### src/logic/rbc_cfg.svh
// register map, field positions, reset values and timing figures of the rate bias/alarm block
`ifndef RBC_CFG_SVH
`define RBC_CFG_SVH

`define RBC_ADDR_OFF_FINE   7'h08
`define RBC_ADDR_OFF_COARSE 7'h0a
`define RBC_ADDR_THR1       7'h10
`define RBC_ADDR_THR2       7'h12
`define RBC_ADDR_WIN1       7'h14
`define RBC_ADDR_WIN2       7'h16
`define RBC_ADDR_ALM_CFG    7'h18
`define RBC_ADDR_DIAG       7'h26
`define RBC_ADDR_CMD        7'h28

`define RBC_REG_RESET       16'h0000

`define RBC_CMD_AUTONULL    0
`define RBC_CMD_RESTORE     1

`define RBC_SRC1_LO         8
`define RBC_SRC_W           4
`define RBC_MODE1           6
`define RBC_POL1            4
`define RBC_FILT            3
`define RBC_IND_EN          2
`define RBC_IND_POL         1
`define RBC_IND_SEL         0
`define RBC_DIAG_ALM1       8

`define RBC_SRC_OFF         4'h0
`define RBC_SRC_RATE        4'h1
`define RBC_SRC_TEMP        4'h2
`define RBC_SRC_DIAG        4'h3

`define RBC_DEC_MAX         16
`define RBC_FRAME_BITS      5'd16

`define RBC_CLK_PERIOD_NS   20
`define RBC_FLASH_TIME_US   70000
`define RBC_RESTORE_MAX_US  72000

`endif

### src/logic/rbc_pkg.sv
// types shared by the rate bias calibration and alarm block
package rbc_pkg;
  typedef logic [15:0] rbc_word_t;
  typedef logic [4:0]  rbc_dec_t;
  typedef enum logic [2:0] {
    RBC_IDLE,
    RBC_AN_SYNC,
    RBC_AN_ACC,
    RBC_AN_STORE,
    RBC_FLASH
  } rbc_state_e;
endpackage

### src/logic/rbc_top.sv
// rate bias calibration (autonull, manual offsets, restore) and two-channel alarm logic
`include "rbc_cfg.svh"

module rbc_top #(
  parameter int FLASH_CYCLES = `RBC_FLASH_TIME_US * 1000 / `RBC_CLK_PERIOD_NS,
  parameter int DEC_MAX      = `RBC_DEC_MAX
) (
  input  wire logic              clk,
  input  wire logic              resetn,
  input  wire logic              spi_cs_n,
  input  wire logic              spi_sclk,
  input  wire logic              spi_mosi,
  output logic                   spi_miso,
  output logic                   spi_miso_oe_n,
  input  wire logic              sample_valid,
  input  wire rbc_pkg::rbc_word_t rate_raw_coarse,
  input  wire rbc_pkg::rbc_word_t rate_raw_fine,
  input  wire rbc_pkg::rbc_word_t rate_filt_coarse,
  input  wire rbc_pkg::rbc_word_t temp_in,
  input  wire rbc_pkg::rbc_word_t diag_in,
  input  wire rbc_pkg::rbc_dec_t  decimation_setting,
  input  wire logic              drdy_enable,
  input  wire logic              drdy_line,
  input  wire logic              drdy_level,
  output rbc_pkg::rbc_word_t     rate_output_coarse,
  output rbc_pkg::rbc_word_t     rate_output_fine,
  output logic                   data_clear,
  output logic                   flash_write,
  output logic                   seq_busy,
  output logic                   aux_line_one,
  output logic                   aux_line_one_oe_n,
  output logic                   aux_line_two,
  output logic                   aux_line_two_oe_n
);
  import rbc_pkg::*;

  localparam int FT_W = $clog2(FLASH_CYCLES + 1);

  if (FLASH_CYCLES < 1 ||
      FLASH_CYCLES > `RBC_RESTORE_MAX_US * 1000 / `RBC_CLK_PERIOD_NS) begin : g_bad_flash
    $error("flash commit time exceeds the restore limit");
  end
  if (DEC_MAX < 0 || DEC_MAX > `RBC_DEC_MAX) begin : g_bad_dec
    $error("decimation maximum out of range");
  end

  function automatic logic [15:0] byte_merge(input logic [15:0] old, input logic odd,
                                             input logic [7:0] d);
    byte_merge = odd ? {d, old[7:0]} : {old[15:8], d};
  endfunction

  function automatic logic same_word(input logic [6:0] a, input logic [6:0] base);
    same_word = (a[6:1] == base[6:1]);
  endfunction

  // unsigned compare only for the status-word source
  function automatic logic cmp_hit(input logic [15:0] v, input logic [15:0] t,
                                   input logic above, input logic uns);
    if (uns)
      cmp_hit = above ? (v > t) : (v < t);
    else
      cmp_hit = above ? ($signed(v) > $signed(t)) : ($signed(v) < $signed(t));
  endfunction

  // reset release through two flops
  logic [1:0] rst_q;
  logic       rst_n;
  always_ff @(posedge clk or negedge resetn) begin
    if (!resetn)
      rst_q <= 2'b00;
    else
      rst_q <= {rst_q[0], 1'b1};
  end
  assign rst_n = rst_q[1];

  // pin synchronisers; stage 2 is only an edge-detect history
  logic [2:0] cs_s;
  logic [2:0] sck_s;
  logic [1:0] mosi_s;
  always_ff @(posedge clk or negedge rst_n) begin
    if (!rst_n) begin
      cs_s   <= 3'h7;
      sck_s  <= 3'h7;
      mosi_s <= 2'h0;
    end else begin
      cs_s   <= {cs_s[1:0], spi_cs_n};
      sck_s  <= {sck_s[1:0], spi_sclk};
      mosi_s <= {mosi_s[0], spi_mosi};
    end
  end

  logic sck_rise, sck_fall, cs_fall, cs_rise;
  assign sck_rise = sck_s[1] & ~sck_s[2];
  assign sck_fall = ~sck_s[1] & sck_s[2];
  assign cs_fall  = ~cs_s[1] & cs_s[2];
  assign cs_rise  = cs_s[1] & ~cs_s[2];

  rbc_state_e  state;
  logic        busy;
  assign busy = (state != RBC_IDLE);

  logic [15:0] rx;
  logic [4:0]  bitcnt;
  logic [15:0] tx;
  logic        frame_done, wr;
  logic [6:0]  addr;
  logic [7:0]  wdata;

  assign frame_done = cs_rise && (bitcnt == `RBC_FRAME_BITS) && !busy;
  assign wr    = frame_done & rx[15];
  assign addr  = rx[14:8];
  assign wdata = rx[7:0];

  always_ff @(posedge clk or negedge rst_n) begin
    if (!rst_n) begin
      rx     <= 16'h0000;
      bitcnt <= 5'h00;
    end else if (cs_fall) begin
      bitcnt <= 5'h00;
    end else if (!cs_s[1] && sck_rise && bitcnt != `RBC_FRAME_BITS) begin
      rx     <= {rx[14:0], mosi_s[1]};
      bitcnt <= bitcnt + 5'h01;
    end
  end

  // configuration and offset storage
  logic [15:0] off_c, off_f, alm_cfg;
  logic [15:0] thr [2];
  logic [15:0] win [2];
  logic [1:0]  cmd;
  logic [1:0]  flag;

  function automatic logic [15:0] read_word(input logic [6:0] a);
    if (same_word(a, `RBC_ADDR_OFF_FINE))        read_word = off_f;
    else if (same_word(a, `RBC_ADDR_OFF_COARSE)) read_word = off_c;
    else if (same_word(a, `RBC_ADDR_THR1))       read_word = thr[0];
    else if (same_word(a, `RBC_ADDR_THR2))       read_word = thr[1];
    else if (same_word(a, `RBC_ADDR_WIN1))       read_word = win[0];
    else if (same_word(a, `RBC_ADDR_WIN2))       read_word = win[1];
    else if (same_word(a, `RBC_ADDR_ALM_CFG))    read_word = alm_cfg;
    else if (same_word(a, `RBC_ADDR_DIAG))
      read_word = {diag_in[15:10], flag, diag_in[7:0]};
    else if (same_word(a, `RBC_ADDR_CMD))        read_word = {14'h0000, cmd};
    else                                         read_word = 16'h0000;
  endfunction

  // read data is shifted out during the following frame, msb first
  always_ff @(posedge clk or negedge rst_n) begin
    if (!rst_n) begin
      tx <= 16'h0000;
    end else if (cs_rise) begin
      tx <= (frame_done && !rx[15]) ? read_word(addr) : 16'h0000;
    end else if (!cs_s[1] && sck_fall && bitcnt != 5'h00) begin
      tx <= {tx[14:0], 1'b0};
    end
  end

  always_ff @(posedge clk or negedge rst_n) begin
    if (!rst_n) begin
      spi_miso      <= 1'b0;
      spi_miso_oe_n <= 1'b1;
    end else begin
      spi_miso      <= tx[15];
      spi_miso_oe_n <= cs_s[1];
    end
  end

  always_ff @(posedge clk or negedge rst_n) begin
    if (!rst_n) begin
      alm_cfg <= `RBC_REG_RESET;
      thr[0]  <= `RBC_REG_RESET;
      thr[1]  <= `RBC_REG_RESET;
      win[0]  <= `RBC_REG_RESET;
      win[1]  <= `RBC_REG_RESET;
    end else if (wr) begin
      if (same_word(addr, `RBC_ADDR_ALM_CFG)) alm_cfg <= byte_merge(alm_cfg, addr[0], wdata);
      if (same_word(addr, `RBC_ADDR_THR1))    thr[0]  <= byte_merge(thr[0], addr[0], wdata);
      if (same_word(addr, `RBC_ADDR_THR2))    thr[1]  <= byte_merge(thr[1], addr[0], wdata);
      if (same_word(addr, `RBC_ADDR_WIN1))    win[0]  <= byte_merge(win[0], addr[0], wdata);
      if (same_word(addr, `RBC_ADDR_WIN2))    win[1]  <= byte_merge(win[1], addr[0], wdata);
    end
  end

  // corrected output: coarse and fine form one 32-bit word so the fine carry reaches coarse
  logic [31:0] combined;
  assign combined = {rate_raw_coarse, rate_raw_fine} + {off_c, off_f};

  logic        cmd_wr, do_restore;
  assign cmd_wr     = wr && addr == `RBC_ADDR_CMD;
  assign do_restore = cmd_wr && wdata[`RBC_CMD_RESTORE];

  logic [4:0]  dec_eff;
  logic [16:0] an_cnt;
  logic [47:0] acc, avg;
  logic [31:0] neg_avg;
  logic [FT_W-1:0] ftimer;
  assign dec_eff = (decimation_setting > 5'(DEC_MAX)) ? 5'(DEC_MAX) : decimation_setting;
  assign avg     = 48'($signed(acc) >>> dec_eff);
  assign neg_avg = 32'h0000_0000 - avg[31:0];

  // sequencer owns the offsets, the command bits and the flash commit
  always_ff @(posedge clk or negedge rst_n) begin
    if (!rst_n) begin
      state       <= RBC_IDLE;
      cmd         <= 2'b00;
      off_c       <= `RBC_REG_RESET;
      off_f       <= `RBC_REG_RESET;
      acc         <= 48'h0;
      an_cnt      <= 17'h0;
      ftimer      <= '0;
      flash_write <= 1'b0;
      data_clear  <= 1'b0;
    end else begin
      flash_write <= 1'b0;
      data_clear  <= 1'b0;
      case (state)
        RBC_IDLE: begin
          if (wr && same_word(addr, `RBC_ADDR_OFF_FINE))
            off_f <= byte_merge(off_f, addr[0], wdata);
          if (wr && same_word(addr, `RBC_ADDR_OFF_COARSE))
            off_c <= byte_merge(off_c, addr[0], wdata);
          if (do_restore) begin
            off_c       <= `RBC_REG_RESET;
            off_f       <= `RBC_REG_RESET;
            data_clear  <= 1'b1;
            flash_write <= 1'b1;
            ftimer      <= FT_W'(FLASH_CYCLES);
            cmd         <= 2'b10;
            state       <= RBC_FLASH;
          end else if (cmd_wr && wdata[`RBC_CMD_AUTONULL]) begin
            cmd   <= 2'b01;
            state <= RBC_AN_SYNC;
          end
        end
        RBC_AN_SYNC: begin
          // restart the averaging cycle on the next sample
          if (sample_valid) begin
            acc    <= 48'h0;
            an_cnt <= 17'h0;
            state  <= RBC_AN_ACC;
          end
        end
        RBC_AN_ACC: begin
          if (sample_valid) begin
            acc    <= acc + {{16{combined[31]}}, combined};
            an_cnt <= an_cnt + 17'h1;
            if (an_cnt + 17'h1 == (17'h1 << dec_eff))
              state <= RBC_AN_STORE;
          end
        end
        RBC_AN_STORE: begin
          off_c       <= neg_avg[31:16];
          off_f       <= neg_avg[15:0];
          flash_write <= 1'b1;
          ftimer      <= FT_W'(FLASH_CYCLES);
          state       <= RBC_FLASH;
        end
        RBC_FLASH: begin
          ftimer <= ftimer - FT_W'(1);
          if (ftimer <= FT_W'(1)) begin
            cmd   <= 2'b00;
            state <= RBC_IDLE;
          end
        end
        default: state <= RBC_IDLE;
      endcase
    end
  end

  always_ff @(posedge clk or negedge rst_n) begin
    if (!rst_n) begin
      rate_output_coarse <= 16'h0000;
      rate_output_fine   <= 16'h0000;
      seq_busy           <= 1'b0;
    end else begin
      seq_busy <= busy;
      if (data_clear) begin
        rate_output_coarse <= 16'h0000;
        rate_output_fine   <= 16'h0000;
      end else if (sample_valid) begin
        rate_output_coarse <= combined[31:16];
        rate_output_fine   <= combined[15:0];
      end
    end
  end

  // alarm sources
  logic [15:0] coarse_src;
  logic [15:0] diag_word;
  logic [3:0]  src  [2];
  logic [15:0] sval [2];
  assign coarse_src = alm_cfg[`RBC_FILT] ? rate_filt_coarse + off_c : combined[31:16];
  assign diag_word  = {diag_in[15:10], flag, diag_in[7:0]};

  for (genvar i = 0; i < 2; i++) begin : g_src
    assign src[i] = alm_cfg[`RBC_SRC1_LO + i*`RBC_SRC_W +: `RBC_SRC_W];
    always_comb begin
      case (src[i])
        `RBC_SRC_RATE: sval[i] = coarse_src;
        `RBC_SRC_TEMP: sval[i] = temp_in;
        `RBC_SRC_DIAG: sval[i] = diag_word;
        default:       sval[i] = 16'h0000;
      endcase
    end
  end

  logic [7:0]  wcnt [2];
  logic [15:0] ref_v [2];

  always_ff @(posedge clk or negedge rst_n) begin
    if (!rst_n) begin
      flag  <= 2'b00;
      wcnt  <= '{8'h00, 8'h00};
      ref_v <= '{16'h0000, 16'h0000};
    end else if (sample_valid) begin
      for (int i = 0; i < 2; i++) begin
        if (src[i] == `RBC_SRC_OFF) begin
          flag[i] <= 1'b0;
          wcnt[i] <= 8'h00;
        end else if (!alm_cfg[`RBC_MODE1 + i]) begin
          flag[i] <= cmp_hit(sval[i], thr[i], alm_cfg[`RBC_POL1 + i],
                             src[i] == `RBC_SRC_DIAG);
        end else if (wcnt[i] + 8'h01 >= ((win[i][7:0] <= 8'h01) ? 8'h01 : win[i][7:0])) begin
          flag[i]  <= cmp_hit(sval[i] - ref_v[i], thr[i], alm_cfg[`RBC_POL1 + i],
                              src[i] == `RBC_SRC_DIAG);
          ref_v[i] <= sval[i];
          wcnt[i]  <= 8'h00;
        end else begin
          wcnt[i] <= wcnt[i] + 8'h01;
        end
      end
    end
  end

  // indicator, yielding to data-ready on a shared line
  logic alm_lvl;
  assign alm_lvl = alm_cfg[`RBC_IND_POL] ? |flag : ~|flag;
  always_ff @(posedge clk or negedge rst_n) begin
    if (!rst_n) begin
      aux_line_one      <= 1'b0;
      aux_line_one_oe_n <= 1'b1;
      aux_line_two      <= 1'b0;
      aux_line_two_oe_n <= 1'b1;
    end else begin
      if (drdy_enable && !drdy_line) begin
        aux_line_one      <= drdy_level;
        aux_line_one_oe_n <= 1'b0;
      end else if (alm_cfg[`RBC_IND_EN] && !alm_cfg[`RBC_IND_SEL]) begin
        aux_line_one      <= alm_lvl;
        aux_line_one_oe_n <= 1'b0;
      end else begin
        aux_line_one      <= 1'b0;
        aux_line_one_oe_n <= 1'b1;
      end
      if (drdy_enable && drdy_line) begin
        aux_line_two      <= drdy_level;
        aux_line_two_oe_n <= 1'b0;
      end else if (alm_cfg[`RBC_IND_EN] && alm_cfg[`RBC_IND_SEL]) begin
        aux_line_two      <= alm_lvl;
        aux_line_two_oe_n <= 1'b0;
      end else begin
        aux_line_two      <= 1'b0;
        aux_line_two_oe_n <= 1'b1;
      end
    end
  end
endmodule

### config.mk
export PLATFORM = sky130hd
export DESIGN_NAME = rbc_top
export DESIGN_NICKNAME = d
export VERILOG_FILES = /design/src/logic/rbc_pkg.sv /design/src/logic/rbc_top.sv
export VERILOG_INCLUDE_DIRS = /design/src /design/src/logic
export SDC_FILE = /design/constraint.sdc
export NUM_CORES = 1
export LEC_CHECK = 0
export ABC_AREA = 1
export BUFFER_PORTS_ARGS = -buffer_cell sky130_fd_sc_hd__buf_2
export CAP_MARGIN = 20
export CORE_MARGIN = 5
export CORE_UTILIZATION = 50
export DETAILED_ROUTE_END_ITERATION = 12
export GPL_TIMING_DRIVEN = 0
export MAX_ROUTING_LAYER = met4
export PLACE_DENSITY = 0.7
export SYNTH_ARGS = -nofsm -noshare
export SYNTH_HDL_FRONTEND = slang
export SYNTH_SLANG_ARGS = --single-unit
### constraint.sdc
create_clock -name clk -period 10.7 [get_ports clk]
set_input_delay 0.535 -clock clk [delete_from_list [all_inputs] [get_ports clk]]
set_output_delay 0.535 -clock clk [all_outputs]
set_load 0.03 [all_outputs]
==> results.json <==
{
  "fin_crit_sh_pct": 69.0,
  "die_h_um": 247,
  "fin_crit_ns": 7.38,
  "grt_max_degree": 66,
  "syn_area_per_cell_sq_um": 6.88,
  "grt_first_pass_wirelength_um": 159000,
  "synth_edf_count": 0,
  "crit_fanout": 4,
  "critPathKind": "reg -> reg",
  "cp-start-kind": "register",
  "antenna_found_initial": 3,
  "fp-row-count": 87,
  "power.total_mw": 7.80,
  "wl_um": 104000,
  "fmax_mhz": 135,
  "path_common_cell": "nand2_1",
  "cts-resized-gates": 0,
  "crit_slowest_cell": "xor2_1",
  "skew_ns": 0.0151,
  "cp.arrival_ns": 7.90,
  "gp_congestion": 1.04,
  "worstSetupEndpointType": "register",
  "fillCellCount": 5580,
  "area_delta_synth_final_pct": 11.9,
  "cp_num_buf_inv": 5,
  "hold_path.class": "in -> reg",
  "synth_cell_type_count": 65,
  "synthTopCellsByArea": "dfrtp_1 30%, nand2_1 13%, ha_1 9.5%",
  "report.final.slew_viol_count": 0,
  "die_area_sq_mm": 0.0611,
  "peakVddDrop_mv": 0.162,
  "drtIter0Drc": 3243,
  "slew_headroom_pct": 24.6,
  "rsz0062_at_grt": "no",
  "initial_utilization_pct": 50.2,
  "synthCells": 4091,
  "ys_ff_latch": 341,
  "cts-root-buf": "clkbuf_16",
  "cpPeakStageDelay_ns": 0.64,
  "grt_pass1_vias": 27149,
  "placedCellCount": 4985,
  "firstDrtPassIters": 6,
  "ys_seq_area_share_pct": 30.4,
  "core_sq_mm": 0.0561,
  "h-tree-depth": 2,
  "num_vias": 29634,
  "synth_top_area_share_pct": 29.6,
  "path_delay_family": "compound AO/OA/AOI/OAI gates",
  "place_hpwl_um": 83700,
  "wl_per_cell_um": 20.5,
  "outcome": "finished clean",
  "ant_nets": 0,
  "p_leak_nw": 15.3,
  "clk_path_buf_depth": 3,
  "crit_required_ns": 11.22,
  "fin_cells": 5070,
  "ys.flop_type": "dfrtp_1",
  "track_usage_pct": 34.2,
  "die_x_um": 247,
  "cts_tree": "done",
  "synth_async_sr_flop_share_pct": 100,
  "num_io_pins": 135,
  "clkTransAtPathRegs_ns": 0.06,
  "worst_slew_pin_slew_ns": 1.12,
  "cts.sinks": 341,
  "drive_gt1_share_pct": 8.28,
  "yosysTopAreaCell": "dfrtp_1",
  "p_per_area_mw_per_mm2": 248,
  "hold_viol": 0,
  "cts_buffers": 44,
  "max_cap_viol_count": 0,
  "synth_warnings": 0,
  "synthesis.nets": 4403,
  "portBuffers": 131,
  "clock_latency_ns": 0.60,
  "syn_area_sq_mm": 0.0281,
  "drc": 0,
  "setup_viol": 0,
  "nets": 4591,
  "grt_overflow": 0,
  "via_per_inst": 5.84
}
## per-stage QoR
step	TNS [ns]	hold WS [ns]	util (%)	setup slack, ns	cell area (sq um)
after global placement	-1266.73	0.322	53.1	-3.89	29700
after global routing	0	0.0144	56.2	2.97	31500
after floorplan	0	0.239	-	0.506	28100
after CTS	0	0.00543	56.1	3.55	31500
final	0	0.0456	56.2	3.32	31500
after detailed placement	0	0.321	53.3	3.41	29900
## cell usage after synthesis, drive strengths merged (34+ instances only)
| master | n |
|---|---|
| nor2 | 348 |
| dfrtp | 333 |
| nand4 | 34 |
| nor3 | 56 |
| nand3 | 458 |
| nand2 | 1007 |
| clkbuf | 68 |
| xnor2 | 35 |
| o21ai | 378 |
| o22ai | 34 |
| xor2 | 79 |
| a21oi | 281 |
| buf | 46 |
| inv | 472 |
| ha | 213 |
## cell type report
class / count / area [sq um] / area share, %
Multi-Input combinational cell: 3154 / 17200 / 54.7
Clock buffer: 58 / 1240 / 3.95
Tap cell: 756 / 946 / 3.00
Sequential cell: 341 / 8550 / 27.1
Timing Repair Buffer: 142 / 845 / 2.68
Buffer: 114 / 563 / 1.79
Antenna cell: 2 / 5.00 / 0.0159
Clock inverter: 21 / 297 / 0.942
Inverter: 482 / 1810 / 5.75
## worst reg2reg max path: cells and delay by family (launching register included)
kind / cells / cell delay, ns
multiplexers: 1 / 0.37
flip-flops: 1 / 0.51
adder cells (fa/ha/maj): 4 / 1.27
AO/OA/AOI/OAI: 9 / 2.11
AND/OR/NAND/NOR: 19 / 1.90
XOR/XNOR: 2 / 0.78
buffers and inverters: 5 / 0.38
## kinds of logic (layout without fill, tap and decap cells)
group / after synthesis / count (layout) / share of synthesized area [%]
fa+ha+maj: 218 / 218 / 9.82
compound gates: 878 / 878 / 17.6
mux: 1 / 1 / 0.0400
other cells: 1 / 3 / 0.0133
simple gates: 1942 / 1942 / 30.2
xor+xnor: 114 / 114 / 3.55
buf+inv: 596 / 817 / 8.43
flops: 341 / 341 / 30.4
## layout by cell type (no fill, tap or decap), types with 6 or more instances in the layout
cell type / netlist / routed
a21o_1: 21 / 21
a21oi_1: 278 / 278
a221oi_1: 6 / 6
a31oi_1: 26 / 26
buf_1: 7 / 7
buf_2: 25 / 158
buf_4: 6 / 6
buf_6: 5 / 6
bufinv_16: 0 / 6
clkbuf_1: 68 / 73
clkbuf_16: 0 / 44
clkbuf_8: 0 / 9
clkinv_1: 10 / 10
clkinv_2: 0 / 9
dfrtp_1: 333 / 332
dfstp_2: 8 / 8
ha_1: 213 / 213
inv_1: 467 / 467
nand2_1: 994 / 994
nand2_2: 9 / 9
nand3_1: 423 / 423
nand3_2: 35 / 35
nand3b_1: 12 / 12
nand4_1: 33 / 33
nor2_1: 322 / 322
nor2_2: 18 / 18
nor2_4: 8 / 8
nor3_1: 52 / 52
nor4_1: 11 / 11
o2111ai_1: 14 / 14
o211ai_1: 30 / 30
o21a_1: 12 / 12
o21ai_0: 372 / 372
o21ai_1: 6 / 6
o21bai_1: 18 / 18
o221ai_1: 11 / 11
o22ai_1: 34 / 34
o31ai_1: 15 / 15
xnor2_1: 35 / 35
xor2_1: 79 / 79
## report_power, final
group          switching, mW  leakage, nW  internal [mW]
logic                   2.97         10.2           1.29
registers              0.380         4.35           1.56
clock network          0.632        0.758          0.965
total                   3.99         15.3           3.81
## final timing paths
check	from	endpoint	slack (ns)	depth (start not counted)
hold / removal	spi_mosi	mosi_s[0]	0.05	1
max in group asynchronous	rst_q[1]	rate_output_coarse[4]	9.04	2
setup / recovery	off_f[0]	flag[1]	3.32	40
hold reg to reg	rst_q[0]	rst_q[1]	0.35	0
min in group asynchronous	resetn	rst_q[1]	0.25	2
setup reg to reg	off_f[0]	flag[1]	3.32	40
## state kept, by name, indices dropped and copies added (netlist names), 17 cells and up
name,flops
an_cnt,17
acc,48
ftimer,22
thr,32
ref_v,32
win,32
## routing by layer
metal	GRT usage (%)	wire (um)
met1	46.8	45100
met2	51.1	44800
met3	5.93	9240
met4	12.9	4850
met5	-	0
## repair_timing
| item | 4_1_cts | 5_1_grt |
|---|---|---|
| hold buffers | 3 | 0 |
| hold endpoints to repair | 4 | 0 |
| setup endpoints to repair | 0 | 0 |
| setup buffers | 0 | 0 |
Power figures use the tool's default switching activity.
